### src/pbm_pkg.sv
package pbm_pkg;

    // ----------------------------------------------------------------
    // Register map (byte addresses, one aligned word each)
    // ----------------------------------------------------------------
    localparam logic [7:0] MODE_OFS    = 8'h00;
    localparam logic [7:0] P2_OUT_OFS  = 8'h04;
    localparam logic [7:0] P2_DIR_OFS  = 8'h08;
    localparam logic [7:0] P2_IN_OFS   = 8'h0C;
    localparam logic [7:0] P3_OUT_OFS  = 8'h10;
    localparam logic [7:0] P3_DIR_OFS  = 8'h14;
    localparam logic [7:0] P3_IN_OFS   = 8'h18;
    localparam logic [7:0] P4_OUT_OFS  = 8'h1C;
    localparam logic [7:0] P4_DIR_OFS  = 8'h20;
    localparam logic [7:0] P4_IN_OFS   = 8'h24;
    localparam logic [7:0] STATUS_OFS  = 8'h28;

    // ----------------------------------------------------------------
    // Field positions
    // ----------------------------------------------------------------
    localparam int LATCH_SEL_BIT = 4;
    localparam int TRI_SEL_BIT   = 5;
    localparam int MODE_LO_BIT   = 6;
    localparam int MODE_HI_BIT   = 7;
    localparam int ST_MODE_LO    = 0;
    localparam int ST_MODE_HI    = 1;
    localparam int ST_TRI_BIT    = 2;
    localparam int ST_LFULL_BIT  = 3;
    localparam int ST_EXT_BIT    = 4;

    // ----------------------------------------------------------------
    // Reset values
    // ----------------------------------------------------------------
    localparam logic [3:0]  MODE_RST = 4'h0;
    localparam logic [7:0]  PORT_RST = 8'h00;
    localparam logic [15:0] ADDR_RST = 16'h0000;

    // ----------------------------------------------------------------
    // External memory select window
    // ----------------------------------------------------------------
    localparam logic [15:0] WIN_LO = 16'h0100;
    localparam logic [15:0] WIN_HI = 16'h3FFF;

    // ----------------------------------------------------------------
    // Timing: processor cycle made from the 10 MHz clock
    // ----------------------------------------------------------------
    localparam int PCLK_NS      = 100;
    localparam int CPU_CYCLE_NS = 1000;
    localparam int CYCLE_CLKS   = CPU_CYCLE_NS / PCLK_NS;
    localparam logic [3:0] CYC_LAST = 4'(CYCLE_CLKS - 1);
    localparam logic [3:0] PHI2_ON  = 4'(CYCLE_CLKS / 2);

    // Bus modes, encoded as the two mode bits
    typedef enum logic [1:0] {
        PBM_FULL_ADDR = 2'h0,
        PBM_IO_BUS    = 2'h1,
        PBM_ABBREV    = 2'h2,
        PBM_MUXED     = 2'h3
    } pbm_mode_e;

endpackage : pbm_pkg

### src/pbm_port_bus_mux.sv
`timescale 1ns/10ps
`default_nettype none

module pbm_port_bus_mux (
    input  wire logic        pclk,
    input  wire logic        presetn,
    // APB slave
    input  wire logic        psel,
    input  wire logic        penable,
    input  wire logic        pwrite,
    input  wire logic [7:0]  paddr,
    input  wire logic [31:0] pwdata,
    output logic      [31:0] prdata,
    output logic             pready,
    output logic             pslverr,
    // Processor side, sampled on cycle_start
    input  wire logic [15:0] cpu_addr,
    input  wire logic        cpu_rw,
    input  wire logic [7:0]  cpu_wdata,
    input  wire logic        cpu_ext,
    output logic             cycle_start,
    output logic [7:0]       cpu_rdata,
    output logic             cpu_rdata_valid,
    output logic             phi2,
    // Pins
    input  wire logic        latch_strobe_pin,
    input  wire logic [7:0]  second_port_in,
    output logic      [7:0]  second_port_out,
    output logic      [7:0]  second_port_oe_n,
    input  wire logic [7:0]  third_port_in,
    output logic      [7:0]  third_port_out,
    output logic      [7:0]  third_port_oe_n,
    input  wire logic [7:0]  fourth_port_in,
    output logic      [7:0]  fourth_port_out,
    output logic      [7:0]  fourth_port_oe_n
);

    // ----------------------------------------------------------------
    // Synchronised pin inputs
    // ----------------------------------------------------------------
    logic [7:0] p2_sync;
    logic [7:0] p3_sync;
    logic [7:0] p4_sync;
    logic       strobe_sync;
    logic       strobe_prev;

    // Pins are asynchronous; nothing reads them before two stages
    pbm_sync #(.W(8)) u_sync_p2 (
        .pclk     (pclk),
        .presetn  (presetn),
        .async_in (second_port_in),
        .sync_out (p2_sync)
    );
    pbm_sync #(.W(8)) u_sync_p3 (
        .pclk     (pclk),
        .presetn  (presetn),
        .async_in (third_port_in),
        .sync_out (p3_sync)
    );
    pbm_sync #(.W(8)) u_sync_p4 (
        .pclk     (pclk),
        .presetn  (presetn),
        .async_in (fourth_port_in),
        .sync_out (p4_sync)
    );
    pbm_sync #(.W(1)) u_sync_stb (
        .pclk     (pclk),
        .presetn  (presetn),
        .async_in (latch_strobe_pin),
        .sync_out (strobe_sync)
    );

    // ----------------------------------------------------------------
    // Registers
    // ----------------------------------------------------------------
    // Mode holds bits 7:4 as written; bus mode and tri-state select reach the pins at a cycle edge, latch select at once
    logic [3:0]  mode_reg;
    logic [7:0]  p2_out;
    logic [7:0]  p2_dir;
    logic [7:0]  p3_out;
    logic [7:0]  p3_dir;
    logic [7:0]  p4_out;
    logic [7:0]  p4_dir;
    logic [7:0]  p2_latch;
    logic        latch_full;

    // ----------------------------------------------------------------
    // APB decode
    // ----------------------------------------------------------------
    wire setup_rd  = psel && !penable && !pwrite;
    wire access_wr = psel && penable && pwrite;
    // Whole byte address compared, so aliases raise an error
    wire hit_mode  = (paddr == pbm_pkg::MODE_OFS);
    wire hit_p2o   = (paddr == pbm_pkg::P2_OUT_OFS);
    wire hit_p2d   = (paddr == pbm_pkg::P2_DIR_OFS);
    wire hit_p2i   = (paddr == pbm_pkg::P2_IN_OFS);
    wire hit_p3o   = (paddr == pbm_pkg::P3_OUT_OFS);
    wire hit_p3d   = (paddr == pbm_pkg::P3_DIR_OFS);
    wire hit_p3i   = (paddr == pbm_pkg::P3_IN_OFS);
    wire hit_p4o   = (paddr == pbm_pkg::P4_OUT_OFS);
    wire hit_p4d   = (paddr == pbm_pkg::P4_DIR_OFS);
    wire hit_p4i   = (paddr == pbm_pkg::P4_IN_OFS);
    wire hit_st    = (paddr == pbm_pkg::STATUS_OFS);
    wire mapped    = hit_mode | hit_p2o | hit_p2d | hit_p2i | hit_p3o |
                     hit_p3d | hit_p3i | hit_p4o | hit_p4d | hit_p4i |
                     hit_st;

    // Zero wait states; unmapped addresses raise an error
    assign pready  = 1'b1;
    assign pslverr = psel && penable && !mapped;

    // Latched value replaces the pin level while latching is on
    wire latch_on      = mode_reg[pbm_pkg::LATCH_SEL_BIT - 4];
    wire [7:0] p2_read = latch_on ? p2_latch : p2_sync;

    // ----------------------------------------------------------------
    // Processor cycle timing
    // ----------------------------------------------------------------
    logic [3:0]  cyc_cnt;
    logic        phi2_q;
    logic [1:0]  act_mode;
    logic        act_tri;
    logic [15:0] acc_addr;
    logic        acc_rw;
    logic [7:0]  acc_wdata;
    logic        acc_ext;

    wire        cyc_end    = (cyc_cnt == pbm_pkg::CYC_LAST);
    wire [3:0]  next_cnt   = cyc_end ? 4'h0 : cyc_cnt + 4'h1;
    wire        next_phi2  = (next_cnt >= pbm_pkg::PHI2_ON);
    assign cycle_start     = cyc_end;

    wire [7:0] status_word = {3'h0, acc_ext, latch_full, act_tri,
                              act_mode};

    // Read mux for the setup phase
    wire [7:0] rd_byte =
        hit_mode ? {mode_reg, 4'h0} :
        hit_p2o  ? p2_out :
        hit_p2d  ? p2_dir :
        hit_p2i  ? p2_read :
        hit_p3o  ? p3_out :
        hit_p3d  ? p3_dir :
        hit_p3i  ? p3_sync :
        hit_p4o  ? p4_out :
        hit_p4d  ? p4_dir :
        hit_p4i  ? p4_sync :
        hit_st   ? status_word : 8'h00;

    // Read data registered in setup, stable through access
    always_ff @(posedge pclk or negedge presetn) begin
        if (!presetn) begin
            prdata <= 32'h0000_0000;
        end else if (setup_rd) begin
            prdata <= {24'h00_0000, rd_byte};
        end
    end

    // Software-written registers
    always_ff @(posedge pclk or negedge presetn) begin
        if (!presetn) begin
            mode_reg <= pbm_pkg::MODE_RST;
            // Directions reset to input; only third port pins 7:6 drive before set up, from full address mode
            p2_out   <= pbm_pkg::PORT_RST;
            p2_dir   <= pbm_pkg::PORT_RST;
            p3_out   <= pbm_pkg::PORT_RST;
            p3_dir   <= pbm_pkg::PORT_RST;
            p4_out   <= pbm_pkg::PORT_RST;
            p4_dir   <= pbm_pkg::PORT_RST;
        end else if (access_wr) begin
            if (hit_mode) mode_reg <= pwdata[7:4];
            if (hit_p2o)  p2_out   <= pwdata[7:0];
            if (hit_p2d)  p2_dir   <= pwdata[7:0];
            if (hit_p3o)  p3_out   <= pwdata[7:0];
            if (hit_p3d)  p3_dir   <= pwdata[7:0];
            if (hit_p4o)  p4_out   <= pwdata[7:0];
            if (hit_p4d)  p4_dir   <= pwdata[7:0];
        end
    end

    // ----------------------------------------------------------------
    // Input latch on the second port
    // ----------------------------------------------------------------
    // The strobe comes from outside; only its synced rising edge counts
    wire strobe_rise = strobe_sync && !strobe_prev;
    wire lfull_clr   = access_wr && hit_st && pwdata[pbm_pkg::ST_LFULL_BIT];

    // Full flag: a capture in the clearing cycle wins over the clear
    always_ff @(posedge pclk or negedge presetn) begin
        if (!presetn) begin
            strobe_prev <= 1'b0;
            p2_latch    <= pbm_pkg::PORT_RST;
            latch_full  <= 1'b0;
        end else begin
            strobe_prev <= strobe_sync;
            if (latch_on && strobe_rise) begin
                p2_latch   <= p2_sync;
                latch_full <= 1'b1;
            end else if (lfull_clr) begin
                latch_full <= 1'b0;
            end
        end
    end

    // Phase-2 divider and per-cycle capture of access and mode
    always_ff @(posedge pclk or negedge presetn) begin
        if (!presetn) begin
            cyc_cnt   <= 4'h0;
            phi2_q    <= 1'b0;
            act_mode  <= pbm_pkg::MODE_RST[3:2];
            act_tri   <= 1'b0;
            acc_addr  <= pbm_pkg::ADDR_RST;
            acc_rw    <= 1'b1;
            acc_wdata <= pbm_pkg::PORT_RST;
            acc_ext   <= 1'b0;
        end else begin
            cyc_cnt <= next_cnt;
            phi2_q  <= next_phi2;
            if (cyc_end) begin
                // Mode is sampled only at a cycle boundary
                act_mode  <= mode_reg[3:2];
                act_tri   <= mode_reg[1];
                acc_addr  <= cpu_addr;
                acc_rw    <= cpu_rw;
                acc_wdata <= cpu_wdata;
                acc_ext   <= cpu_ext;
            end
        end
    end

    // ----------------------------------------------------------------
    // Pin function selection
    // ----------------------------------------------------------------
    wire is_full  = (act_mode == pbm_pkg::PBM_FULL_ADDR);
    wire is_abbr  = (act_mode == pbm_pkg::PBM_ABBREV);
    wire is_mux   = (act_mode == pbm_pkg::PBM_MUXED);
    // I/O bus mode leaves every pin to general I/O
    wire is_bus   = is_abbr | is_mux;

    // External memory select, low over the whole access cycle
    // Gated by an external access so internal cycles never select
    wire in_win   = (acc_addr >= pbm_pkg::WIN_LO) &&
                    (acc_addr <= pbm_pkg::WIN_HI);
    wire sel_n    = !(acc_ext && in_win);

    // Six address bits in abbreviated mode give 64 locations;
    // multiplexed adds A4-A11 for 14 bits, 16K
    wire [7:0] p3_bus = {sel_n, acc_addr[13], acc_rw, acc_addr[12],
                         acc_addr[3:0]};

    // General I/O on the second and third ports: only a low is driven, a high is the pull-up
    // Latch select overrides direction so no pin fights the strobe data
    wire [7:0] p2_drv  = latch_on ? 8'h00 : p2_dir;
    wire [7:0] p2_oe_n = ~(p2_drv & ~p2_out);
    wire [7:0] p3_oe_g = ~(p3_dir & ~p3_out);

    // Third port: bus pins driven at both levels
    // Bus and full modes ignore the direction bits of the owned pins
    wire [7:0] p3_o =
        is_bus  ? p3_bus :
        is_full ? {acc_addr[14], acc_addr[13], 6'h00} :
                  8'h00;
    wire [7:0] p3_e =
        is_bus  ? 8'h00 :
        is_full ? {2'h0, p3_oe_g[5:0]} :
                  p3_oe_g;

    // Fourth port; bus modes assume the driver select is set
    // Non-external writes leave the data bus floating in phase two
    wire wr_phase = acc_ext && !acc_rw && phi2_q;
    wire [7:0] p4_o =
        (is_mux && !phi2_q) ? acc_addr[11:4] :
        is_bus              ? acc_wdata :
        act_tri             ? p4_out : 8'h00;
    wire [7:0] p4_e =
        (is_mux && !phi2_q) ? 8'h00 :
        is_bus              ? {8{!wr_phase}} :
        act_tri             ? ~p4_dir :
                              ~(p4_dir & ~p4_out);

    // Read capture at the last clock of phase two
    wire rd_take = cyc_end && is_bus && acc_ext && acc_rw;

    // Pin registers, aligned with the registered phase-2 output
    always_ff @(posedge pclk or negedge presetn) begin
        if (!presetn) begin
            phi2             <= 1'b0;
            second_port_out  <= 8'h00;
            second_port_oe_n <= 8'hFF;
            third_port_out   <= 8'h00;
            third_port_oe_n  <= 8'hFF;
            fourth_port_out  <= 8'h00;
            fourth_port_oe_n <= 8'hFF;
        end else begin
            phi2             <= phi2_q;
            second_port_out  <= 8'h00;
            second_port_oe_n <= p2_oe_n;
            third_port_out   <= p3_o;
            third_port_oe_n  <= p3_e;
            fourth_port_out  <= p4_o;
            fourth_port_oe_n <= p4_e;
        end
    end

    // Bus read data returned to the processor side
    always_ff @(posedge pclk or negedge presetn) begin
        if (!presetn) begin
            cpu_rdata       <= 8'h00;
            cpu_rdata_valid <= 1'b0;
        end else begin
            cpu_rdata_valid <= rd_take;
            if (rd_take) begin
                // Two-stage lag: the data stood on the pins two clocks ago
                cpu_rdata <= p4_sync;
            end
        end
    end

endmodule : pbm_port_bus_mux

`default_nettype wire

### src/pbm_sync.sv
`timescale 1ns/10ps
`default_nettype none

// --------------------------------------------------------------------
// Two flip-flop synchroniser for pin inputs
// --------------------------------------------------------------------
module pbm_sync #(
    parameter int W = 8
) (
    input  wire logic         pclk,
    input  wire logic         presetn,
    input  wire logic [W-1:0] async_in,
    output logic      [W-1:0] sync_out
);

    logic [W-1:0] stage1;

    // First stage feeds only the second stage
    always_ff @(posedge pclk or negedge presetn) begin
        if (!presetn) begin
            stage1   <= '0;
            sync_out <= '0;
        end else begin
            stage1   <= async_in;
            sync_out <= stage1;
        end
    end

endmodule : pbm_sync

`default_nettype wire

### config.mk
export PLATFORM = sky130hd
export DESIGN_NAME = pbm_port_bus_mux
export DESIGN_NICKNAME = d
export VERILOG_FILES = /design/src/pbm_pkg.sv /design/src/pbm_port_bus_mux.sv /design/src/pbm_sync.sv
export SDC_FILE = /design/constraint.sdc
export NUM_CORES = 1
export LEC_CHECK = 0
export BUFFER_PORTS_ARGS = -buffer_cell sky130_fd_sc_hd__buf_4
export CAP_MARGIN = 20
export CORE_ASPECT_RATIO = 1.2
export CORE_MARGIN = 5
export CORE_UTILIZATION = 54
export DETAILED_ROUTE_END_ITERATION = 7
export PLACE_DENSITY = 0.8
export SLEW_MARGIN = 20
export SYNTH_ARGS = -nofsm -noshare
export SYNTH_HDL_FRONTEND = slang
export SYNTH_HIERARCHICAL = 1
export SYNTH_SLANG_ARGS = --single-unit
export TNS_END_PERCENT = 30
### constraint.sdc
create_clock -name pclk -period 2.1 [get_ports pclk]
set_clock_uncertainty 0.2 [all_clocks]
set_input_delay 0.42 -clock pclk [delete_from_list [all_inputs] [get_ports pclk]]
set_output_delay 0.42 -clock pclk [all_outputs]
set_load 0.05 [all_outputs]
# Word-level counts from Yosys, hierarchy flattened
# Index checks and enable logic that the tools add are counted.
[word_totals] regBits=204 in_bits=96 elab_cells=134
[classes] add_sub_neg=1 magnitude_cmp=3 n_eq_ne=13 n_mux=26 n_bitwise=21 reduce_logical=35
[ops] cell="8-bit 2-to-1 mux" n=22
[ops] cell="8-bit NOT" n=7
[ops] cell="8-bit by 5-bit == test with 1-bit output, second input constant" n=4
[ops] cell="8-bit AND" n=3
[ops] cell="8-bit by 6-bit == test with 1-bit output, second input constant" n=3
[ops] cell="1-bit logical AND" n=17
[ops] cell="8-bit by 4-bit == test with 1-bit output, second input constant" n=2
[ops] cell="16-bit by 9-bit >= comparator with 1-bit output, second input constant" n=1
[ops] cell="16-bit by 14-bit less-or-equal comparator with 1-bit output, second input constant" n=1
[ops] cell="2-bit AND reduction" n=7
[ops] cell="1-bit bitwise OR" n=11
[ops] cell="8-bit by 3-bit == test with 1-bit output, second input constant" n=1
[ops] cell="1-bit logical NOT" n=8
[ops] cell="8-bit logical NOT" n=1
[ops] cell="5-bit 2-to-1 mux" n=1
[ops] cell="4-bit by 1-bit adder with 4-bit output, second input constant" n=1
[ops] cell="2-bit == test, second input constant" n=2
[ops] cell="4-bit == test, second input constant" n=1
[ops] cell="4-bit by 3-bit >= comparator with 1-bit output, second input constant" n=1
[ops] cell="4-bit 2-to-1 mux" n=1
[ops] cell="2-bit logical NOT" n=1
[ops] cell="1-bit 2-to-1 mux" n=2
[ops] cell="2-bit nonzero test" n=1

# Logic depth before layout (Yosys ltp)
# Gate-level depths: netlist (run 1).
[logic_depth] word_depth=13 depth_mapped=8 depth_no_buf=6

# Cells and area by module
# Netlist (run 1), hierarchy kept.
[modules_own_cells] module="pbm_port_bus_mux" n_inst=1 cells_each=629 area_per_inst_um2=7235.7 seq_area_each_um2=3885.0
[modules_own_cells] module="pbm_sync (u_sync_p2 ...)" n_inst=3 cells_each=16 area_per_inst_um2=400.4 seq_area_each_um2=400.4
[modules_own_cells] module="pbm_sync (u_sync_stb)" n_inst=1 cells_each=2 area_per_inst_um2=50.0 seq_area_each_um2=50.0

# Least setup slack after synthesis (run 1)
# No wires, ideal clock.
[synth_path] path_kind="register to register" startpoint="reg cyc_cnt[2]" endpoint="reg acc_addr[10]" setup_ps=125 arrival_time_ps=1929 required_time_ps=1775 path_slack_ps=-154 path_stages_with_launch=5 path_buffers=1 period_less_slack_ps=2254 path_cell_list="dfrtp_1 nand2b_1 nor3_2 clkbuf_1 mux2_2"
[synth_between] elab_chain_len=1
[synth_rtl] element="from (decl)" line_no="pbm_port_bus_mux.sv:119" source="logic [3:0] cyc_cnt;"
[synth_rtl] element="from (signal assigned)" line_no="pbm_port_bus_mux.sv:217" source="cyc_cnt <= next_cnt;"
[synth_rtl] element="4-bit == test" line_no="pbm_port_bus_mux.sv:128" source="wire cyc_end = (cyc_cnt == pbm_pkg::CYC_LAST);"
[synth_rtl] element="via cycle_start" line_no="pbm_port_bus_mux.sv:21" source="output logic cycle_start,"
[synth_rtl] element="to (signal assigned)" line_no="pbm_port_bus_mux.sv:212" source="acc_addr <= pbm_pkg::ADDR_RST;"
[synth_rtl] element="to (signal assigned)" line_no="pbm_port_bus_mux.sv:223" source="acc_addr <= cpu_addr;"
[synth_rtl] element="to (decl)" line_no="pbm_port_bus_mux.sv:123" source="logic [15:0] acc_addr;"
# The timed path passes the listed nets, and every way through them passes these cells.
# A chain may end at the register's enable or synchronous reset.

# Worst setup path after layout (run 1)
[layout_path] startpoint="reg cyc_cnt[2]" endpoint="out cycle_start"
[layout_between] elab_chain_len=1
[layout_rtl] element="4-bit == test" line_no="pbm_port_bus_mux.sv:128"
[layout_rtl] element="to (decl)" line_no="pbm_port_bus_mux.sv:21"
# No other way between the ends.

==> results of run 1 <==
-- stage by stage --
step | cell area [um2] | instances | hold slack [ns]
2_1_floorplan | 8605 | 710 | -0.07559
3_3_place_gp | 9912 | 1034 | 0.1347
3_5_place_dp | 9912 | 1034 | 0.1347
4_1_cts | 11190 | 1127 | 0.002098
5_1_grt | 11210 | 1129 | 0.01237
6_report | 11210 | 1129 | 0.01406
-- metal layers --
metal  vias to the layer above  share of wire  GRT usage
met3                        59          0.063    0.04545
met2                       272           0.53     0.4675
li1                       2761              -          -
met4                         0          0.033    0.08388
met1                      3068           0.37     0.3043
met5                         -              0          0
-- worst reg2reg max path, stage by stage, from the launching register on --
cell and delay (ns):
dfrtp_1 0.40, nand2b_4 0.16, nor3_4 0.17, buf_4 0.14, buf_4 0.12, and3_2 0.32
mux2_2 0.37
-- how the worst max path moves through the flow --
stage	slack (ns)	cells past startpoint	startpoint	to
floorplan	-0.09	4	paddr[4]	pslverr
global placement	-0.15	8	paddr[7]	prdata[0]$_DFFE_PN0P_
detailed placement	-0.13	8	paddr[7]	prdata[3]$_DFFE_PN0P_
CTS	-0.11	4	cyc_cnt[2]$_DFF_PN0_	cycle_start
global route	-0.09	4	cyc_cnt[2]$_DFF_PN0_	cycle_start
finish	-0.02	4	cyc_cnt[2]$_DFF_PN0_	cycle_start
-- area by class of cell --
cell class	count	area, um2
clock inverters	12	111.4
clock buffers	25	560.5
inverters	13	48.80
repair buffers	238	2043
fillers	1033	4303
well taps	208	260.3
flip-flops and latches	204	5137
multi-input cells	429	3050
-- logic make-up (layout without fill, tap and decap cells) --
logic type                Yosys count  in the layout
DFF                               204            204
and+or+nand+nor                   147            147
AOI/OAI and AO/OA                 135            135
muxes                             113            113
buffers and inverters              77            288
other                               2             33
xor gates and xnor gates            1              1
-- synthesized netlist by cell type, drive strengths merged (9+ instances only) --
master | instances | area, um2
dfrtp | 179 | 4479
mux2 | 97 | 1122
a21oi | 52 | 260.3
clkbuf | 16 | 61.30
nor2 | 40 | 173.9
buf | 48 | 329.1
nand2 | 37 | 162.7
inv | 13 | 48.80
dfstp | 25 | 656.9
nor2b | 9 | 56.30
mux2i | 16 | 160.2
o21ai | 39 | 195.2
a31oi | 14 | 87.58
nand2b | 15 | 93.84
-- power groups by stage --
stage	registers (mW)	clock network, mW	logic, mW
finish	4.15	3.64	0.876
global route	4.16	3.87	0.940
CTS	4.14	3.68	0.869
detailed placement	4.21	0	0.786
global placement	4.20	0	0.770
floorplan	4.28	0	0.389
-- repair_timing --
action                     in CTS  in global routing
setup buffers                   3                  2
setup endpoints to repair       2                  5
resized for setup               7                  4
hold buffers                   52                  0
cloned                          1                  0
pin swaps                       2                  1
hold endpoints to repair       98                  0
==> results.yml, run 1 <==
finish:
  layout_common_cells: "dfrtp_1, buf_4, mux2_2"
  fin_nets: 1003
  largest_reg_flops: 16
  regMostFlops: "acc_addr"
  syn_to_final_growth_pct: 32.11
  drive_gt1_frac: 0.4028
  layout.cells.most_common: "dfrtp_1"
  final_util: 0.7227
  num_antenna_cells: 0
power_and_ir_drop:
  switching_power_mw: 2.201
  p_sw_frac: 0.2542
  internal_power_mw: 6.458
  pwr-share-comb: 0.101
  p_leak_nw: 5.309
  power.share.sequential: 0.479
  power_frac_clock: 0.420
  peakVddDrop_v: 0.0007918
  finalPower_mw: 8.658
  power_density_nw_per_um2: 772.2
logic_synthesis:
  yosysUniqueCellTypes: 54
  synthArstFlopShare: 1.000
  syn_avg_cell_area_um2: 12.50
  synth_mux_area_frac: 0.1511
  synth_xor_area_frac: 0.001032
  synth-seq-cells: 204
  ys_seq_area_frac: 0.6052
  synthFlopType: "dfrtp_1"
  synth_simple_gate_area_frac: 0.09863
  synth-compound-area-share: 0.09140
  synth_edf_count: 0
  synthesis.area_um2: 8487
  synthAdderAreaFrac: 0
  synth_top_family_by_area: "multiplexers"
  ys_warn_count: 6
  synthCells: 679
grt:
  grt_max_degree: 55
  grt_pass1_vias: 6718
  grt_first_pass_wirelength_um: 37290
  antenna_found_initial: 0
  overflow: 0
  gr-usage-all-layers: 0.2553
sta:
  rsz0062_at_grt: "true"
  fmax_mhz: 470.8
  finalHoldViolations: 0
  setup_tns_ns: -0.03533
  finalWorstSetupSlack_ns: -0.02417
  slew_viol_final: 0
  fin_crit_sh: 1.012
  setup_viol: 2
  finalCriticalPeriod_ns: 2.124
placed_design:
  dpl_worst_slack_ns: -0.1347
  place.gp.congestion: 0.9105
  port_buffers: 131
  dp_hpwl_um: 15340
hold_path:
  hp-start: "pwdata[0]"
  min_to: "p3_out[0]$_DFFE_PN0P_"
  min_path_type: "primary input to flop"
  hold_depth: 3
drt:
  drc: 0
  drt-vias-per-instance: 5.456
  wire_per_inst_um: 20.76
  firstDrtPassIters: 5
  vias: 6160
  wl_um: 23440
  first_iter_violations: 326
  ant_nets: 0
cts:
  cts-buffers-inserted: 21
  clock_path_buffers: 3
  clk_latency_ns: 0.50
  h-tree-depth: 1
  clock_sinks: 204
  clkTransAtPathRegs_ns: 0.06
  cts-root-buf: "clkbuf_16"
  cts_tree: "yes"
critical_path:
  r2r_start: "cyc_cnt[2]$_DFF_PN0_"
  cp-end-kind: "output pin"
  cp.arrival_ns: 1.50
  cp_top_family: "flip-flops"
  max_stage_delay_ns: 0.40
  r2r_end: "cpu_rdata[6]$_DFFE_PN0P_"
  worstSetupPathType: "flop to output pin"
  cpMaxStageDelayCell: "dfrtp_1"
  r2r_cells: 6
  critical_path.cell_chain: "nand2b_4 > nor3_4 > buf_12 > buf_12"
  worst-path-buf-inv: 2
  critPathRequiredTime_ns: 1.48
  crit_top_cell: "buf_12"
  cp-start-kind: "flop"
  crit_fanout: 2
  r2r_slack_ns: 0.10
die:
  dieArea_um2: 18330
  rows: 50
  num_io_pins: 189
  coreArea_um2: 15510
  die_x_um: 124.4
  die_h_um: 147.3
  start_util: 0.5470
status:
  violations: "setup timing"
  status: "finished, violations left"
run:
  drv_cap: 0
Power figures use the tool's default switching activity.
==> inputs of run 2 (changes only) <==
--- a/config.mk
+++ b/config.mk
@@ -12,6 +12,7 @@
 export CORE_UTILIZATION = 54
 export DETAILED_ROUTE_END_ITERATION = 7
 export PLACE_DENSITY = 0.8
+export SETUP_SLACK_MARGIN = 0.1
 export SLEW_MARGIN = 20
 export SYNTH_ARGS = -nofsm -noshare
 export SYNTH_HDL_FRONTEND = slang
==> run 2 against run 1 <==
The run still ends with setup timing left; non-clock buffer count up 7; critical endpoint unchanged; clock power down 7.4%; maximum frequency down 0.20%; largest cell class unchanged; die area unchanged; global-route usage up 0.53 points.
==> results.yml, run 2 (synthesis gave the netlist of run 1 again) <==
grt:
  grt_use_met1: 0.3090
  grt_pass1_vias: 6816
  use_met2: 0.4586
  top_usage_layer: "met2"
  overflow: 0
  grt_max_degree: 48
  gr-usage-all-layers: 0.2606
  grt_first_pass_wirelength_um: 37940
  grt_util_met3: 0.05164
  antenna_found_initial: 0
critical_path:
  worstSetupPathType: "flop to output pin"
  cp.arrival_ns: 1.51
  cp-end-kind: "output pin"
  critPathRequiredTime_ns: 1.48
  r2r_start: "cyc_cnt[2]$_DFF_PN0_"
  crit_fanout: 2
  r2r_slack_ns: 0.18
  r2r_cells: 5
  cp-start-kind: "flop"
  worstSetupStartpoint: "cyc_cnt[2]$_DFF_PN0_"
  r2r_end: "cpu_rdata[0]$_DFFE_PN0P_"
  critPathCapture: "cycle_start"
placed_design:
  port_buffers: 131
  dp_hpwl_um: 15800
  place_area_um2: 9967
  dp.cells: 1038
  place.gp.congestion: 0.9284
  dpl_worst_slack_ns: -0.09714
drt:
  first_iter_violations: 470
  drc: 0
  wl_um: 23830
  ant_nets: 0
  wire_per_inst_um: 21.00
  firstDrtPassIters: 5
  drt-vias-per-instance: 5.434
  vias: 6168
finish:
  design_area_um2: 11240
  drive_gt1_frac: 0.4002
  layout.cells.most_common: "buf_4"
  syn_to_final_growth_pct: 32.40
  final_cells: 1135
  layout_common_cells: "buf_4, dfrtp_1, mux2_2"
  largest_reg_flops: 16
  regMostFlops: "acc_addr"
  fin_nets: 1009
  num_antenna_cells: 0
  final_util: 0.7243
power_and_ir_drop:
  peakVddDrop_v: 0.0006776
  finalPower_mw: 8.406
  power_density_nw_per_um2: 748.0
  p_leak_nw: 5.324
sta:
  setup_tns_ns: -0.02841
  finalCriticalPeriod_ns: 2.128
  whs_ns: 0.03769
  finalWorstSetupSlack_ns: -0.02841
  fin_crit_sh: 1.014
  slew_viol_final: 0
  fmax_mhz: 469.8
  setup_viol: 1
  rsz0062_at_grt: "true"
  finalHoldViolations: 0
die:
  coreArea_um2: 15510
  num_io_pins: 189
  dieArea_um2: 18330
  die_h_um: 147.3
  rows: 50
  start_util: 0.5470
  die_x_um: 124.4
cts:
  clkTransAtPathRegs_ns: 0.06
  cts-root-buf: "clkbuf_16"
  clk_latency_ns: 0.49
  clock_path_buffers: 3
  h-tree-depth: 1
  clock_sinks: 204
  cts_tree: "yes"
  cts-buffers-inserted: 20
status:
  status: "finished, violations left"
  violations: "setup timing"
run:
  drv_cap: 0
hold_path:
  hold_depth: 3
  min_path_type: "primary input to flop"
-- run 2: cell count changes in the layout (fill, tap and decap cells not counted), sizes merged --
cell	before	now
bufinv	1	0
inv	14	13
clkinvlp	3	0
buf	184	191
clkinv	7	2
clkbuf	26	35
-- run 2: what timing repair did --
item | CTS | global route
hold buffers | 52 | 0
setup endpoints to repair | 10 | 13
resized for setup | 13 | 4
gates cloned | 1 | 0
endpoints found under the hold margin | 96 | 0
pin swaps | 5 | 2
buffers inserted | 6 | 2
-- run 2: layout make-up --
cell class	instances	area, um2
sequential	204	5139
fill	1014	4278
multi-input combinational	429	3070
timing repair buffer	245	2115
clock buffer	34	594.3
tap	208	260.3
inverter	13	48.80
clock inverter	2	10.01
-- run 2: how the worst min path moves through the flow --
stage                                   from                              end
3_5_place_dp   u_sync_p2/stage1[1]$_DFF_PN0_  u_sync_p2/sync_out[1]$_DFF_PN0_
6_report                           pwdata[0]            p3_out[0]$_DFFE_PN0P_
2_1_floorplan                        presetn          acc_addr[0]$_DFFE_PN0P_
4_1_cts                            pwdata[0]            p3_out[0]$_DFFE_PN0P_
5_1_grt                            pwdata[1]            p2_out[1]$_DFFE_PN0P_
3_3_place_gp   u_sync_p4/stage1[3]$_DFF_PN0_  u_sync_p4/sync_out[3]$_DFF_PN0_
-- run 2: where the power goes --
group	switching, mW	internal, mW	total, mW	leakage (nW)
clock network	1.44	1.92	3.37	0.294
registers	0.0781	4.07	4.14	2.50
logic	0.547	0.350	0.897	2.53
total	2.07	6.34	8.41	5.32
-- run 2: routing by layer --
metal / part of all wire / wire length (um)
met1: 0.38 / 8992
met2: 0.52 / 12410
met3: 0.062 / 1474
met4: 0.040 / 958
met5: 0 / 0
-- run 2: worst max-delay path, cell delays in order, from the launching register on --
cell,delay (ns)
dfrtp_2,0.40
nand2b_4,0.16
nor3_4,0.18
buf_12,0.15
buf_12,0.13
==> inputs of run 3 (changes only) <==
--- a/config.mk
+++ b/config.mk
@@ -12,6 +12,7 @@
 export CORE_UTILIZATION = 54
 export DETAILED_ROUTE_END_ITERATION = 7
 export PLACE_DENSITY = 0.8
+export RECOVER_POWER = 25
 export SETUP_SLACK_MARGIN = 0.1
 export SLEW_MARGIN = 20
 export SYNTH_ARGS = -nofsm -noshare
==> run 3 against run 2 <==
The flow still finishes with violations (setup timing); via count up 0.76%; sequential power about the same; clock power about the same; first-iteration DRC count down 4.3%; worst hold slack worse by 0.0026 ns; worst setup slack better by 0.0035 ns; global-route usage unchanged; register-to-register slack worse by 0.09 ns; sequential cell count unchanged; die area unchanged; non-clock buffer count unchanged; core utilization down 0.21 points; critical path type unchanged; largest cell class unchanged; largest power group unchanged.
==> results.yml, run 3 (synthesis gave the netlist of run 1 again) <==
status:
  status: "finished, violations left"
  violations: "setup timing"
die:
  die_h_um: 147.3
  dieArea_um2: 18330
  rows: 50
  coreArea_um2: 15510
  num_io_pins: 189
  die_x_um: 124.4
  start_util: 0.5470
critical_path:
  r2r_end: "prdata[2]$_DFFE_PN0P_"
  max_stage_delay_ns: 0.40
  r2r_start: "mode_reg[0]$_DFFE_PN0P_"
  r2r_cells: 6
  cp-start-kind: "flop"
  worstSetupPathType: "flop to output pin"
  worstSetupStartpoint: "cyc_cnt[2]$_DFF_PN0_"
  crit_top_cell: "buf_12"
  critPathRequiredTime_ns: 1.48
  critPathCapture: "cycle_start"
  r2r_slack_ns: 0.09
  cp.arrival_ns: 1.50
  critical_path.cell_chain: "nand2b_4 > nor3_4 > buf_12 > buf_12"
  crit_fanout: 2
  cp-end-kind: "output pin"
  cpMaxStageDelayCell: "dfrtp_2"
drt:
  vias: 6215
  first_iter_violations: 450
  firstDrtPassIters: 5
  ant_nets: 0
  wire_per_inst_um: 21.00
  drc: 0
  wl_um: 23840
  drt-vias-per-instance: 5.476
sta:
  finalCriticalPeriod_ns: 2.125
  slew_headroom: 0.2562
  whs_ns: 0.03504
  fmax_mhz: 470.6
  tightest_slew_ns: 1.116
  finalHoldViolations: 0
  finalWorstSetupSlack_ns: -0.02491
  slew_viol_final: 0
  rsz0062_at_grt: "true"
  fin_crit_sh: 1.012
  setup_viol: 1
grt:
  overflow: 0
  gr-usage-all-layers: 0.2606
  antenna_found_initial: 0
  grt_first_pass_wirelength_um: 37940
  grt_max_degree: 48
  grt_pass1_vias: 6816
cts:
  h-tree-depth: 1
  clock_path_buffers: 3
  cts-buffers-inserted: 20
  clock_sinks: 204
  clkTransAtPathRegs_ns: 0.06
  cts_tree: "yes"
  cts-root-buf: "clkbuf_16"
  clk_latency_ns: 0.49
finish:
  multiInputGateArea_um2: 3070
  regMostFlops: "acc_addr"
  syn_to_final_growth_pct: 32.02
  fill_cells: 1020
  layout.cells.most_common: "dfrtp_1"
  largest_reg_flops: 16
  num_antenna_cells: 0
  final_cells: 1135
  seq_area_um2: 5139
  fin_nets: 1009
  drive_gt1_frac: 0.3970
  layout_common_cells: "dfrtp_1, buf_4, mux2_2"
power_and_ir_drop:
  peakVddDrop_v: 0.0006883
  switching_power_mw: 2.071
  internal_power_mw: 6.331
  power.share.sequential: 0.493
  power_density_nw_per_um2: 749.8
  pwr-share-comb: 0.106
  power_frac_clock: 0.401
  p_sw_frac: 0.2465
  p_leak_nw: 5.293
run:
  drv_cap: 0
placed_design:
  dp_hpwl_um: 15800
  port_buffers: 131
  dp.cells: 1038
  place.gp.congestion: 0.9284
hold_path:
  min_path_type: "primary input to flop"
==> run 3: area by class of cell <==
| type | instances | area share |
|---|---|---|
| timing repair buffer | 245 | 0.1858 |
| clock inverter | 2 | 0.0008934 |
| clock buffer | 34 | 0.05304 |
| tap | 208 | 0.02323 |
| sequential | 204 | 0.4586 |
| inverter | 13 | 0.004355 |
| multi-input combinational | 429 | 0.2740 |
==> run 3: worst max-delay path, delay by kind of cell (launching register included) <==
family / cells / cell delay [ns]
AND/OR/NAND/NOR: 2 / 0.33
buffers and inverters: 2 / 0.28
flip-flops: 1 / 0.40
==> run 3: metrics by stage <==
step           TNS [ns]    util  cell area (um2)  setup slack (ns)  total power [mW]
2_1_floorplan         0       -             8640           0.05134             4.670
3_3_place_gp     -2.484  0.6424             9967           -0.1011             4.986
3_5_place_dp     -2.376  0.6424             9967          -0.09714             5.011
5_1_grt          -1.490  0.7222            11200          -0.08866             8.703
6_report       -0.02491  0.7222            11200          -0.02491             8.401
4_1_cts        -0.08588  0.7227            11210          -0.08588             8.445
==> run 3: routing by layer <==
metal / track usage / wire (um) / up-vias
li1: - / - / 2762
met1: 0.3090 / 8999 / 3110
met2: 0.4586 / 12340 / 271
met3: 0.05164 / 1448 / 72
met4: 0.1184 / 1049 / 0
met5: 0 / 0 / -
==> run 3: power groups by stage <==
stage	clock (mW)	combinational (mW)	sequential [mW]
finish	3.37	0.888	4.14
global placement	0	0.786	4.20
floorplan	0	0.395	4.28
global route	3.59	0.955	4.15
detailed placement	0	0.802	4.21
CTS	3.42	0.890	4.14
==> run 3: repair_timing <==
| action | CTS | global route |
|---|---|---|
| pin swaps | 5 | 2 |
| setup endpoints to repair | 10 | 13 |
| endpoints found under the hold margin | 96 | 0 |
| buffers inserted | 6 | 2 |
| resized for setup | 13 | 4 |
| gates cloned | 1 | 0 |
| hold buffers | 52 | 0 |
==> run 3: worst min-delay path by stage <==
stage | end | from | depth (start not counted) | slack, ns
after detailed placement | u_sync_p2/sync_out[1]$_DFF_PN0_ | u_sync_p2/stage1[1]$_DFF_PN0_ | 0 | 0.13
after global placement | u_sync_p4/sync_out[3]$_DFF_PN0_ | u_sync_p4/stage1[3]$_DFF_PN0_ | 0 | 0.13
final | p3_out[0]$_DFFE_PN0P_ | pwdata[0] | 3 | 0.04
after global routing | p2_out[1]$_DFFE_PN0P_ | pwdata[1] | 2 | 0.03
after floorplan | acc_addr[0]$_DFFE_PN0P_ | presetn | 0 | -0.08
after CTS | p3_out[0]$_DFFE_PN0P_ | pwdata[0] | 3 | 0.02
